$ cat config.mk
export PLATFORM = sky130hd
export DESIGN_NAME = tsi_top
export DESIGN_NICKNAME = d
export VERILOG_FILES = /design/src/tsi_pkg.sv /design/src/tsi_nvm_loader.sv /design/src/tsi_result_fmt.sv /design/src/tsi_top.sv
export SDC_FILE = /design/constraint.sdc
export NUM_CORES = 1
export LEC_CHECK = 0
export BUFFER_PORTS_ARGS = -buffer_cell sky130_fd_sc_hd__buf_2
export CORE_UTILIZATION = 59
export CTS_CLUSTER_SIZE = 25
export DETAILED_ROUTE_END_ITERATION = 10
export GPL_ROUTABILITY_DRIVEN = 1
export GPL_TIMING_DRIVEN = 1
export HOLD_SLACK_MARGIN = 0.05
export PLACE_DENSITY = 0.79
export SYNTH_ARGS = -nofsm -noshare
export SYNTH_HDL_FRONTEND = slang
export SYNTH_SLANG_ARGS = --single-unit
$ cat constraint.sdc
create_clock -name sys_clk -period 5.72 [get_ports sys_clk]
set_input_delay 0.572 -clock sys_clk [delete_from_list [all_inputs] [get_ports sys_clk]]
set_output_delay 0.572 -clock sys_clk [all_outputs]
set_load 0.01 [all_outputs]
$ cat src/tsi_pkg.sv
// Constants, register map and state type of the sensor init and result block
// How it works
// - Host waits out the init delay after supply is good in either mode.
// - Bus ignored during init; afterwards wait for a bus reset before talking.
// - Init reloads short address, both alert limits and offset from storage.
// - Init restores the pin configuration register from storage.
// - Init restores both configuration registers from storage.
// - Nonzero arbitration select makes address search use arbitration.
// - Fast speed bit gives overdrive unless first bus reset is standard speed.
// - Init restores memory protection bits and enforces them on user blocks.
// - Init copies key and secret words from storage into local flops.
// - Losing supply keeps all settings while the capacitor holds up.
// - Brown-out shuts off, aborts work, restarts in bus-powered operation.
// - Conversions start on command, after presence, or continuously on supply.
// - Each finished conversion updates result and status bits.
// - Format select bit in configuration one picks precision or legacy.
// - Precision result is 16-bit two's complement, LSB 0.0078125 C.
// - Legacy result is 12-bit, LSB 0.0625 C, sign in five top bits.
// - Result reads all zero before the first conversion.
// - Legacy result saturates at 07FF instead of wrapping.
// - Stored offset is added to each measurement before storing.
package tsi_pkg;
	// Timing
	localparam int CLK_HZ = 40_000_000;
	localparam int INIT_TIME_US = 100;
	localparam int INIT_CYCLES = INIT_TIME_US * (CLK_HZ / 1_000_000);
	localparam int INIT_CNT_W = 12;
	// Register byte offsets
	localparam logic [7:0] OFS_RESULT_LO = 8'h00;
	localparam logic [7:0] OFS_RESULT_HI = 8'h04;
	localparam logic [7:0] OFS_CFG1 = 8'h08;
	localparam logic [7:0] OFS_CFG2 = 8'h0c;
	localparam logic [7:0] OFS_OFFSET = 8'h10;
	localparam logic [7:0] OFS_SHORT_ADDR = 8'h14;
	localparam logic [7:0] OFS_ALERT_LO = 8'h18;
	localparam logic [7:0] OFS_ALERT_HI = 8'h1c;
	localparam logic [7:0] OFS_PIN_CFG = 8'h20;
	localparam logic [7:0] OFS_PROTECT = 8'h24;
	localparam logic [7:0] OFS_STATUS = 8'h28;
	localparam logic [7:0] OFS_CMD = 8'h2c;
	// Field positions
	localparam int CFG1_FMT_LEGACY = 0;
	localparam int CFG1_AUTO_CONV = 1;
	localparam int CFG1_CONT_CONV = 2;
	localparam int CFG2_ARB_LSB = 0;
	localparam int CFG2_FAST = 2;
	localparam int CMD_CONVERT = 0;
	localparam int ST_INIT_DONE = 0;
	localparam int ST_LINK_UP = 1;
	localparam int ST_CONV_DONE = 2;
	localparam int ST_BUS_PWR = 3;
	localparam int ST_OVERDRIVE = 4;
	localparam int ST_BUSY = 5;
	// Reset values
	localparam logic [15:0] RESULT_RST = 16'h0000;
	localparam logic [7:0] CFG_RST = 8'h00;
	// Storage word layout
	localparam int NVM_AW = 4;
	localparam logic [3:0] NVM_SHORT_ADDR = 4'h0;
	localparam logic [3:0] NVM_ALERT_LO = 4'h1;
	localparam logic [3:0] NVM_ALERT_HI = 4'h2;
	localparam logic [3:0] NVM_OFFSET = 4'h3;
	localparam logic [3:0] NVM_PIN_CFG = 4'h4;
	localparam logic [3:0] NVM_CFG1 = 4'h5;
	localparam logic [3:0] NVM_CFG2 = 4'h6;
	localparam logic [3:0] NVM_PROTECT = 4'h7;
	localparam logic [3:0] NVM_LAST = 4'hf;
	localparam int KEY_WORDS = 8;
	// Legacy and precision saturation limits
	localparam logic [15:0] LEG_MAX = 16'h07ff;
	localparam logic [15:0] LEG_MIN = 16'hf800;
	localparam logic [15:0] HP_MAX = 16'h7fff;
	localparam logic [15:0] HP_MIN = 16'h8000;
	typedef enum {TS_START, TS_LOAD, TS_WAIT_RST, TS_ACTIVE, TS_OFF} tsi_state_t;
endpackage : tsi_pkg

$ cat src/tsi_nvm_loader.sv
// Sequential restore of all storage words after power-up
`timescale 1ns/10ps
`default_nettype none
module tsi_nvm_loader
	import tsi_pkg::*;
(
	input wire logic sys_clk,
	input wire logic rst_n,
	input wire logic start,
	output logic nvm_rd_req,
	output logic [NVM_AW-1:0] nvm_addr,
	input wire logic nvm_ack,
	input wire logic [15:0] nvm_rdata,
	output logic ld_we,
	output logic [NVM_AW-1:0] ld_idx,
	output logic [15:0] ld_data,
	output logic ld_done
);
	// Request stays up until the store acknowledges each word
	always_ff @(posedge sys_clk or negedge rst_n) begin
		if (!rst_n) begin
			nvm_rd_req <= 1'b0;
			nvm_addr <= '0;
			ld_done <= 1'b0;
		end else if (start) begin
			nvm_rd_req <= 1'b1;
			nvm_addr <= '0;
			ld_done <= 1'b0;
		end else if (nvm_rd_req && nvm_ack) begin
			if (nvm_addr == NVM_LAST) begin
				nvm_rd_req <= 1'b0;
				ld_done <= 1'b1;
			end else begin
				nvm_addr <= nvm_addr + 4'h1;
			end
		end
	end

	// One-cycle write strobe per restored word
	always_ff @(posedge sys_clk or negedge rst_n) begin
		if (!rst_n) begin
			ld_we <= 1'b0;
			ld_idx <= '0;
			ld_data <= '0;
		end else begin
			ld_we <= nvm_rd_req && nvm_ack && !start;
			ld_idx <= nvm_addr;
			ld_data <= nvm_rdata;
		end
	end
endmodule : tsi_nvm_loader
`default_nettype wire

$ cat src/tsi_result_fmt.sv
// Offset correction and result formatting, purely combinational
`timescale 1ns/10ps
`default_nettype none
module tsi_result_fmt
	import tsi_pkg::*;
(
	input wire logic [15:0] raw,
	input wire logic [15:0] offset,
	input wire logic legacy,
	output logic [15:0] result
);
	logic signed [16:0] sum;
	logic signed [13:0] leg;

	// Offset shares the precision format, so it adds before any scaling
	assign sum = $signed({raw[15], raw}) + $signed({offset[15], offset});
	// Legacy LSB is eight precision LSBs
	assign leg = sum[16:3];

	always_comb begin
		if (legacy) begin
			if (leg > 14'sd2047) begin
				result = LEG_MAX;
			end else if (leg < -14'sd2048) begin
				result = LEG_MIN;
			end else begin
				result = {{4{leg[11]}}, leg[11:0]};
			end
		end else begin
			if (sum > 17'sd32767) begin
				result = HP_MAX;
			end else if (sum < -17'sd32768) begin
				result = HP_MIN;
			end else begin
				result = sum[15:0];
			end
		end
	end
endmodule : tsi_result_fmt
`default_nettype wire

$ cat src/tsi_top.sv
// Power-up restore, power-mode fallback, conversion control and APB registers
`timescale 1ns/10ps
`default_nettype none
module tsi_top
	import tsi_pkg::*;
(
	input wire logic sys_clk,
	input wire logic rst_n,
	input wire logic psel,
	input wire logic penable,
	input wire logic pwrite,
	input wire logic [7:0] paddr,
	input wire logic [31:0] pwdata,
	output logic [31:0] prdata,
	output logic pready,
	output logic pslverr,
	output logic nvm_rd_req,
	output logic [NVM_AW-1:0] nvm_addr,
	input wire logic nvm_ack,
	input wire logic [15:0] nvm_rdata,
	input wire logic vdd_present,
	input wire logic bod_trip,
	input wire logic wire_reset_pulse,
	input wire logic wire_reset_standard,
	input wire logic presence_done,
	input wire logic conv_cmd_pulse,
	output logic adc_start,
	input wire logic adc_done,
	input wire logic [15:0] adc_raw,
	output logic init_done,
	output logic link_enable,
	output logic overdrive_mode,
	output logic arb_search_mode,
	output logic bus_powered,
	output logic [7:0] short_addr,
	output logic [7:0] pin_cfg,
	output logic [15:0] alert_low,
	output logic [15:0] alert_high,
	input wire logic user_wr_req,
	input wire logic [1:0] user_blk,
	output logic user_wr_grant,
	input wire logic [2:0] key_idx,
	output logic [15:0] key_data
);
	tsi_state_t state_reg;
	tsi_state_t state_next;
	logic [INIT_CNT_W-1:0] init_cnt_reg;
	logic init_time_ok;
	logic ld_start;
	logic ld_we;
	logic [NVM_AW-1:0] ld_idx;
	logic [15:0] ld_data;
	logic ld_done;
	logic [7:0] cfg1_reg;
	logic [7:0] cfg2_reg;
	logic [15:0] offset_reg;
	logic [7:0] short_addr_reg;
	logic [7:0] pin_cfg_reg;
	logic [15:0] alert_lo_reg;
	logic [15:0] alert_hi_reg;
	logic [3:0] protect_reg;
	logic [15:0] key_mem [KEY_WORDS];
	logic [15:0] result_reg;
	logic [15:0] fmt_result;
	logic conv_busy_reg;
	logic conv_done_reg;
	logic cmd_conv_reg;
	logic bus_lock_reg;
	logic first_rst_seen_reg;
	logic active;
	logic conv_trigger;
	logic apb_access;
	logic apb_done;
	logic apb_wr;
	logic apb_rd;
	logic [31:0] rd_value;
	logic addr_hit;

	assign init_time_ok = (init_cnt_reg == INIT_CNT_W'(INIT_CYCLES));
	assign active = (state_reg == TS_ACTIVE);
	assign ld_start = (state_reg == TS_START);

	tsi_nvm_loader u_loader (
		.sys_clk(sys_clk),
		.rst_n(rst_n),
		.start(ld_start),
		.nvm_rd_req(nvm_rd_req),
		.nvm_addr(nvm_addr),
		.nvm_ack(nvm_ack),
		.nvm_rdata(nvm_rdata),
		.ld_we(ld_we),
		.ld_idx(ld_idx),
		.ld_data(ld_data),
		.ld_done(ld_done)
	);

	tsi_result_fmt u_fmt (
		.raw(adc_raw),
		.offset(offset_reg),
		.legacy(cfg1_reg[CFG1_FMT_LEGACY]),
		.result(fmt_result)
	);

	// Power-up sequencing; brown-out overrides every state
	always_comb begin
		state_next = state_reg;
		case (state_reg)
			TS_START: state_next = TS_LOAD;
			TS_LOAD: begin
				if (ld_done && !ld_start && init_time_ok) begin
					state_next = TS_WAIT_RST;
				end
			end
			TS_WAIT_RST: begin
				if (wire_reset_pulse) begin
					state_next = TS_ACTIVE;
				end
			end
			TS_ACTIVE: state_next = TS_ACTIVE;
			TS_OFF: begin
				if (!bod_trip) begin
					state_next = TS_START;
				end
			end
			default: state_next = TS_START;
		endcase
		if (bod_trip) begin
			state_next = TS_OFF;
		end
	end

	always_ff @(posedge sys_clk or negedge rst_n) begin
		if (!rst_n) begin
			state_reg <= TS_START;
		end else begin
			state_reg <= state_next;
		end
	end

	// Init delay counts from the start of each power-up
	always_ff @(posedge sys_clk or negedge rst_n) begin
		if (!rst_n) begin
			init_cnt_reg <= '0;
		end else if (state_reg == TS_START || state_reg == TS_OFF) begin
			init_cnt_reg <= '0;
		end else if (!init_time_ok) begin
			init_cnt_reg <= init_cnt_reg + 1'b1;
		end
	end

	// Brown-out restart stays bus powered until a true reset
	always_ff @(posedge sys_clk or negedge rst_n) begin
		if (!rst_n) begin
			bus_lock_reg <= 1'b0;
		end else if (bod_trip) begin
			bus_lock_reg <= 1'b1;
		end
	end

	// Settings registers: restored from storage, then writable over APB.
	// Supply loss touches none of them, so settings survive on the capacitor.
	always_ff @(posedge sys_clk or negedge rst_n) begin
		if (!rst_n) begin
			cfg1_reg <= CFG_RST;
			cfg2_reg <= CFG_RST;
			offset_reg <= '0;
			short_addr_reg <= '0;
			pin_cfg_reg <= '0;
			alert_lo_reg <= '0;
			alert_hi_reg <= '0;
			protect_reg <= '0;
		end else if (ld_we) begin
			case (ld_idx)
				NVM_SHORT_ADDR: short_addr_reg <= ld_data[7:0];
				NVM_ALERT_LO: alert_lo_reg <= ld_data;
				NVM_ALERT_HI: alert_hi_reg <= ld_data;
				NVM_OFFSET: offset_reg <= ld_data;
				NVM_PIN_CFG: pin_cfg_reg <= ld_data[7:0];
				NVM_CFG1: cfg1_reg <= ld_data[7:0];
				NVM_CFG2: cfg2_reg <= ld_data[7:0];
				NVM_PROTECT: protect_reg <= ld_data[3:0];
				default: ;
			endcase
		end else if (apb_wr) begin
			case (paddr)
				OFS_CFG1: cfg1_reg <= pwdata[7:0];
				OFS_CFG2: cfg2_reg <= pwdata[7:0];
				OFS_OFFSET: offset_reg <= pwdata[15:0];
				OFS_SHORT_ADDR: short_addr_reg <= pwdata[7:0];
				OFS_ALERT_LO: alert_lo_reg <= pwdata[15:0];
				OFS_ALERT_HI: alert_hi_reg <= pwdata[15:0];
				OFS_PIN_CFG: pin_cfg_reg <= pwdata[7:0];
				OFS_PROTECT: protect_reg <= pwdata[3:0];
				default: ;
			endcase
		end
	end

	// Key and secret words sit above the settings in storage
	always_ff @(posedge sys_clk) begin
		if (ld_we && ld_idx > NVM_PROTECT) begin
			key_mem[ld_idx[2:0]] <= ld_data;
		end
	end

	always_ff @(posedge sys_clk or negedge rst_n) begin
		if (!rst_n) begin
			key_data <= '0;
		end else if (init_done) begin
			key_data <= key_mem[key_idx];
		end
	end

	// User block writes pass only where protection is clear
	always_ff @(posedge sys_clk or negedge rst_n) begin
		if (!rst_n) begin
			user_wr_grant <= 1'b0;
		end else begin
			user_wr_grant <= init_done && user_wr_req && !protect_reg[user_blk];
		end
	end

	// Trigger sources; continuous mode needs a real supply
	assign conv_trigger = active && !conv_busy_reg && !bod_trip &&
		(cfg1_reg[CFG1_AUTO_CONV] ? presence_done : (conv_cmd_pulse || cmd_conv_reg) ||
		(cfg1_reg[CFG1_CONT_CONV] && vdd_present && !bus_lock_reg));

	// Conversion handshake; brown-out abandons a running one
	always_ff @(posedge sys_clk or negedge rst_n) begin
		if (!rst_n) begin
			conv_busy_reg <= 1'b0;
			adc_start <= 1'b0;
		end else begin
			adc_start <= conv_trigger;
			if (!active) begin
				conv_busy_reg <= 1'b0;
			end else if (conv_trigger) begin
				conv_busy_reg <= 1'b1;
			end else if (adc_done) begin
				conv_busy_reg <= 1'b0;
			end
		end
	end

	// Result holds zero until the first conversion finishes
	always_ff @(posedge sys_clk or negedge rst_n) begin
		if (!rst_n) begin
			result_reg <= RESULT_RST;
		end else if (conv_busy_reg && adc_done && active) begin
			result_reg <= fmt_result;
		end
	end

	// Done flag: a finishing conversion beats a status read clear
	always_ff @(posedge sys_clk or negedge rst_n) begin
		if (!rst_n) begin
			conv_done_reg <= 1'b0;
		end else if (conv_busy_reg && adc_done && active) begin
			conv_done_reg <= 1'b1;
		end else if (apb_rd && paddr == OFS_STATUS) begin
			conv_done_reg <= 1'b0;
		end
	end

	// Software convert command, held in TS_ACTIVE until a trigger consumes it
	always_ff @(posedge sys_clk or negedge rst_n) begin
		if (!rst_n) begin
			cmd_conv_reg <= 1'b0;
		end else if (apb_wr && paddr == OFS_CMD && pwdata[CMD_CONVERT]) begin
			cmd_conv_reg <= 1'b1;
		end else if (conv_trigger || !active) begin
			cmd_conv_reg <= 1'b0;
		end
	end

	// Link side outputs
	always_ff @(posedge sys_clk or negedge rst_n) begin
		if (!rst_n) begin
			init_done <= 1'b0;
			link_enable <= 1'b0;
			first_rst_seen_reg <= 1'b0;
			overdrive_mode <= 1'b0;
			arb_search_mode <= 1'b0;
			bus_powered <= 1'b0;
		end else begin
			init_done <= (state_next == TS_WAIT_RST) || (state_next == TS_ACTIVE);
			link_enable <= (state_next == TS_ACTIVE);
			arb_search_mode <= (cfg2_reg[CFG2_ARB_LSB +: 2] != 2'b00);
			bus_powered <= !vdd_present || bus_lock_reg;
			if (state_reg == TS_START || state_reg == TS_OFF) begin
				first_rst_seen_reg <= 1'b0;
				overdrive_mode <= 1'b0;
			end else if (state_reg == TS_WAIT_RST && wire_reset_pulse && !first_rst_seen_reg) begin
				first_rst_seen_reg <= 1'b1;
				overdrive_mode <= cfg2_reg[CFG2_FAST] && !wire_reset_standard;
			end
		end
	end

	assign short_addr = short_addr_reg;
	assign pin_cfg = pin_cfg_reg;
	assign alert_low = alert_lo_reg;
	assign alert_high = alert_hi_reg;

	// APB: one wait state; held off entirely until restore and init delay are over
	assign apb_access = psel && penable;
	assign apb_done = apb_access && pready;
	assign apb_wr = apb_done && pwrite && !pslverr;
	assign apb_rd = apb_done && !pwrite && !pslverr;

	always_comb begin
		rd_value = '0;
		addr_hit = 1'b1;
		case (paddr)
			OFS_RESULT_LO: rd_value = {24'h000000, result_reg[7:0]};
			OFS_RESULT_HI: rd_value = {24'h000000, result_reg[15:8]};
			OFS_CFG1: rd_value = {24'h000000, cfg1_reg};
			OFS_CFG2: rd_value = {24'h000000, cfg2_reg};
			OFS_OFFSET: rd_value = {16'h0000, offset_reg};
			OFS_SHORT_ADDR: rd_value = {24'h000000, short_addr_reg};
			OFS_ALERT_LO: rd_value = {16'h0000, alert_lo_reg};
			OFS_ALERT_HI: rd_value = {16'h0000, alert_hi_reg};
			OFS_PIN_CFG: rd_value = {24'h000000, pin_cfg_reg};
			OFS_PROTECT: rd_value = {28'h0000000, protect_reg};
			OFS_STATUS: begin
				rd_value[ST_INIT_DONE] = init_done;
				rd_value[ST_LINK_UP] = link_enable;
				rd_value[ST_CONV_DONE] = conv_done_reg;
				rd_value[ST_BUS_PWR] = bus_powered;
				rd_value[ST_OVERDRIVE] = overdrive_mode;
				rd_value[ST_BUSY] = conv_busy_reg;
			end
			OFS_CMD: rd_value = '0;
			default: addr_hit = 1'b0;
		endcase
	end

	// Answer flops; pready drops right after the completing edge
	always_ff @(posedge sys_clk or negedge rst_n) begin
		if (!rst_n) begin
			pready <= 1'b0;
			pslverr <= 1'b0;
			prdata <= '0;
		end else if (apb_access && !pready && init_done) begin
			pready <= 1'b1;
			pslverr <= !addr_hit;
			prdata <= pwrite ? 32'h00000000 : rd_value;
		end else begin
			pready <= 1'b0;
			pslverr <= 1'b0;
		end
	end
endmodule : tsi_top
`default_nettype wire

==> results.toml, run 1 <==
[status]
status = "completed"

[synthesis]
synth_warnings = 0
synthArstFlopShare_pct = 62.90
ys_ff_latch = 345
avgSynthCellArea_um2 = 13.46
ys_seq_area_share_pct = 62.70
synth-edff-count = 128
synth_cells = 1099
synth_area_mm2 = 0.01479
ys.flop_type = "dfrtp_1"
ys_types = 74

[placement]
place_congestion = 0.8743
port_buffers = 168
place_hpwl_um = 24390

[drt]
vias = 10144
avgViaCountPerCell = 6.133
drt_first_iter_violations = 1049
wl_um = 36500
dr.pass1.iters = 8
antenna_left = 0
route.detailed.drc = 0
wl_per_cell_um = 22.07

[power_and_ir_drop]
powerDensity_mw_per_mm2 = 299.2
p_comb_share_pct = 5.2
swShare_pct = 21.80
clkPwrFrac_pct = 43.7
p_total_mw = 5.143
p_sw_mw = 1.121
seqPwrFrac_pct = 51.1
intPower_mw = 4.022
p_leak_nw = 7.312
irDropWorstVdd_uv = 235.1

[layout]
nFillCells = 1654
area_delta_synth_final_pct = 16.20
finalNetCount = 1415
largest_reg_flops = 128
final_layout_size_suffix_gt1_share_pct = 26.79

[global_routing]
grt_max_degree = 124
grt_pass1_wl_um = 56310
grt_pass1_vias = 10083
grt_usage_pct = 29.08
antenna_found_initial = 1
overflow = 0

[critical_path]
slowest_stage = "a21oi_1"
critPathArrivalTime_ps = 3780
end_kind = "register"
startpoint_type = "register"
critical_path.max_stage_delay_ps = 880
worst-setup-path-type = "register to register"
required_ps = 6140
critPathMaxFanout = 15
crit_chain = "ha_1 -> inv_1 -> fa_1 -> nor2b_1 -> o31a_1 -> o21ai_0 -> a21oi_1 -> o21ai_0 -> a221o_1 -> a21oi_1"

[run]
maxCapViolCount = 0

[clock_tree]
cts-root-buf = "clkbuf_16"
htreeDepth = 2
cts_tree = "done"
cts_buffers = 35
clk_latency_ps = 510
post-cts-setup-buffers = 0
clkTransAtPathRegs_ps = 60
clock_sink_count = 345
cts_buffer_depth = 3
cts_hold_buf = 0
cts_resized = 0

[timing]
fmax_mhz = 298.1
tightest_slew_ps = 1168
hold_viol_final = 0
skew_ps = 17.57
final_max_slew_viol_count = 0
finalSetupTns_ps = 0
finalCritPeriodShare_pct = 58.65
setup_viol = 0
rsz0062_at_grt = "no"
holdWs_ps = 101.2
period_needed_ps = 3355
max_slew_margin_pct = 21.29

[die]
die_w_um = 160.3
core_mm2 = 0.02446
dieArea_mm2 = 0.02571
rows = 57
start_util_pct = 60.47
fp.dieH_um = 160.3
ioPinCount = 201

[worst_hold_path]
hp-class = "input pin to async pin"
[per-stage QoR]
step / std cells / worst slack [ps] / utilization (%) / area, µm²
floorplan: 1143 / 2720 / - / 14960
global placement: 1591 / 2327 / 65.68 / 16070
detailed placement: 1591 / 2190 / 65.68 / 16070
CTS: 1653 / 2395 / 70.25 / 17190
global route: 1654 / 2081 / 70.26 / 17190
finish: 1654 / 2365 / 70.26 / 17190
[final timing paths]
path / from / endpoint / slack, ps / cells past startpoint
max in group asynchronous: rst_n / result_reg[7] / 4150 / 2
hold / removal: rst_n / key_data[14] / 100 / 1
min in group sys_clk: nvm_rdata[2] / u_loader.ld_data[2] / 160 / 1
setup reg to reg: offset_reg[0] / result_reg[6] / 2370 / 10
setup / recovery: offset_reg[0] / result_reg[6] / 2370 / 10
hold reg to reg: bus_lock_reg / bus_lock_reg / 460 / 1
[per-layer routing]
| layer | GRT usage [%] | vias to the layer above | share of wire, % |
|---|---|---|---|
| met5 | 0.9470 | - | 0 |
| met3 | 6.173 | 79 | 8.4 |
| met1 | 38.72 | 5096 | 40 |
| met4 | 11.73 | 0 | 3.4 |
| li1 | - | 4483 | - |
| met2 | 47.04 | 486 | 49 |
[worst max-delay path: cells and delay by family, from the launching register on]
kind	cells	cell delay, ps
fa+ha+maj	2	590
flops	1	400
simple gates	1	260
buf+inv	1	60
compound gates	6	1970
[cell usage in the layout (no fill, tap or decap), drive strengths merged, types with 5 or more instances in the layout]
cell | synthesis | layout
conb | 1 | 45
a22o | 10 | 10
mux4 | 32 | 32
nor3 | 16 | 16
o21a | 6 | 6
dfrtp | 217 | 217
clkinv | 0 | 6
nor4 | 7 | 7
nand2b | 10 | 10
inv | 27 | 28
mux2i | 34 | 34
nor2 | 110 | 110
a31oi | 17 | 17
nand2 | 63 | 63
nor2b | 6 | 6
o211ai | 5 | 5
o31ai | 5 | 5
a221oi | 15 | 15
a222oi | 18 | 18
clkbuf | 27 | 50
xor2 | 13 | 13
a21oi | 65 | 65
buf | 30 | 181
edfxtp | 128 | 128
xnor2 | 9 | 9
nand3 | 23 | 23
o41ai | 6 | 6
ha | 19 | 19
a21o | 13 | 13
mux2 | 67 | 67
nand4 | 5 | 5
and2 | 5 | 5
o21ai | 34 | 34
[cell families after synthesis]
kind of cell               synth area share [%]
DFF                                       62.70
xor gates and xnor gates                  1.303
other                                   0.02535
AOI/OAI and AO/OA                         10.69
adders and majority gates                 1.878
and+or+nand+nor                           8.425
buffers and inverters                     2.707
muxes                                     12.27
[synth_stat cells, types with 17 or more instances]
library cell	n	share of area (%)
a21oi_1	65	2.2
a222oi_1	18	1.2
a31oi_1	17	0.72
buf_4	17	0.86
clkbuf_1	27	0.69
dfrtp_1	217	37
edfxtp_1	128	26
ha_1	19	1.6
inv_1	27	0.69
mux2_2	67	5.1
mux2i_1	34	2.3
mux4_2	32	4.9
nand2_1	63	1.6
nand3_1	22	0.74
nor2_1	110	2.8
o21ai_0	29	0.98
[power by group through the flow]
stage | clock [mW] | sequential (mW) | combinational [mW]
after global routing | 2.36 | 2.63 | 0.293
after CTS | 2.26 | 2.63 | 0.266
after floorplan | 0 | 2.67 | 0.149
after detailed placement | 0 | 2.68 | 0.263
final | 2.25 | 2.63 | 0.267
after global placement | 0 | 2.67 | 0.258
[final cells by class]
| type | count | area (µm²) | share of cell area [%] |
|---|---|---|---|
| Sequential cell | 345 | 9274 | 53.96 |
| Timing Repair Buffer | 181 | 948.4 | 5.518 |
| Multi-Input combinational cell | 714 | 5338 | 31.05 |
| Clock inverter | 12 | 146.4 | 0.8517 |
| Antenna cell | 1 | 2.502 | 0.01456 |
| Tap cell | 324 | 405.4 | 2.359 |
| Clock buffer | 50 | 972.2 | 5.656 |
| Inverter | 27 | 101.3 | 0.5896 |
Power figures use the tool's default switching activity.
==> inputs of run 2 (changes only) <==
- CORE_UTILIZATION: 59 -> 52
- PLACE_DENSITY: 0.79 -> 0.74
- clock period: 5.72 -> 2.9 ns (I/O delays scaled with it)
==> run 2 against run 1 <==
  * Final cell count rose by 7.1%
  * Sequential cell count unchanged
  * Hold slack worse by 29 ps
  * First-iteration DRC count is 17% lower
  * Largest cell class unchanged
  * Highest routed layer unchanged
==> results.toml, run 2 (synthesis gave the netlist of run 1 again) <==
[status]
status = "completed"

[global_routing]
grt_pass1_wl_um = 57630
overflow = 0
grt_usage_pct = 26.41
antenna_found_initial = 0
grt_pass1_vias = 10256
grt_max_degree = 79

[critical_path]
startpoint = "offset_reg[1]"
r2r_end = "result_reg[8]"
worst-setup-path-type = "register to register"
critPathArrivalTime_ps = 3120
startpoint_type = "register"
critPathMaxFanout = 4
crit_chain = "ha_1 -> a21o_1 -> and4_1 -> o21a_1 -> a2111oi_0 -> a311oi_1 -> a31o_2 -> a311oi_1 -> o21ai_0"
rrSetupSlack_ps = 160
slowest_stage = "dfrtp_1"
required_ps = 3280
r2r-start = "offset_reg[1]"
rr_worst_depth = 9
critical_path.max_stage_delay_ps = 430
setup.worst_path.end = "result_reg[8]"
end_kind = "register"
crit_top_cell = "a311oi_1"

[drt]
wl_um = 37580
wl_per_cell_um = 21.22
antenna_left = 0
dr.pass1.iters = 5
route.detailed.drc = 0
drt_first_iter_violations = 870
avgViaCountPerCell = 5.792
vias = 10257

[clock_tree]
clock_sink_count = 345
cts_buffer_depth = 3
htreeDepth = 2
cts-root-buf = "clkbuf_16"
cts_buffers = 36
clk_latency_ps = 530
clkTransAtPathRegs_ps = 60
cts_tree = "done"

[die]
core_mm2 = 0.02786
fp.dieH_um = 170.7
start_util_pct = 53.10
dieArea_mm2 = 0.02912
die_w_um = 170.7
ioPinCount = 201
rows = 61

[layout]
seq_area_mm2 = 0.009274
nFillCells = 2049
multiInputGateArea_mm2 = 0.005349
fin_area_mm2 = 0.01788
area_delta_synth_final_pct = 20.89
finalNetCount = 1476
diodes = 0
largest_reg_flops = 128
final_common_cell = "dfrtp_1"
final_layout_size_suffix_gt1_share_pct = 28.36
stdcell_count = 1771
final_cell_mix = "dfrtp_1, buf_2, edfxtp_1"

[timing]
rsz0062_at_grt = "no"
period_needed_ps = 2740
tightest_slew_ps = 1238
skew_ps = 28.16
fmax_mhz = 364.9
finalSetupTns_ps = 0
max_slew_margin_pct = 16.60
setup_viol = 0
hold_viol_final = 0
finalCritPeriodShare_pct = 94.49
final_max_slew_viol_count = 0

[power_and_ir_drop]
powerDensity_mw_per_mm2 = 575.9
p_total_mw = 10.30
p_leak_nw = 7.664
irDropWorstVdd_uv = 376.9

[placement]
place_area_mm2 = 0.01637
port_buffers = 168
place_hpwl_um = 25420
place_congestion = 0.8816
dp_cells = 1673

[run]
maxCapViolCount = 0

[worst_hold_path]
hp-class = "input pin to register"
## run 2: metal layers
metal  global-route usage [%]  up-vias  part of all wire [%]
met3                    4.488       59                   7.4
met1                    35.58     5137                    41
met5                        0        -                     0
li1                         -     4617                     -
met2                    43.64      444                    49
met4                    8.735        0                   2.2
## run 2: how the worst min path moves through the flow
stage                              startpoint             end  cells after the start
after floorplan                         rst_n       adc_start                      0
after global placement                  rst_n    key_data[13]                      1
after detailed placement                rst_n    key_data[13]                      1
after CTS                            adc_done   conv_busy_reg                      3
after global routing      wire_reset_standard  overdrive_mode                      4
final                               pwdata[0]    cmd_conv_reg                      3
## run 2: final cells by class
class                      instances  area share [%]
clock inverter                    12          0.5737
tap                              378           2.645
timing repair buffer             240           8.396
multi-input combinational        715           29.91
clock buffer                      54           6.045
inverter                          27          0.5667
sequential                       345           51.86
## run 2: metrics by stage
stage                     setup slack (ps)  utilization [%]  hold WS, ps
after floorplan                      320.5                -       -5.591
after global placement               124.5            58.75        288.3
after detailed placement             27.15            58.75        288.9
after CTS                            32.32            63.86        50.01
after global routing                 9.009            64.19        68.84
final                                159.7            64.19        71.98
## run 2: report_power, final
group          switching, mW  internal, mW  total (mW)  leakage (nW)
Combinational          0.346         0.252       0.598          3.28
Sequential            0.0605          5.12        5.18          3.80
Clock                   1.84          2.68        4.52         0.579
## run 2: critical path: cells and delay by family (launching register included)
kind                       cells  cell delay [ps]
adders and majority gates      1              290
DFF                            1              430
AOI/OAI and AO/OA              7             1660
and+or+nand+nor                1              220
## run 2: timing repair
action,in CTS,in global routing
hold buffers,24,0
gates resized for setup,0,6
setup endpoints to repair,0,11
setup buffers,0,7
endpoints found under the hold margin,92,0
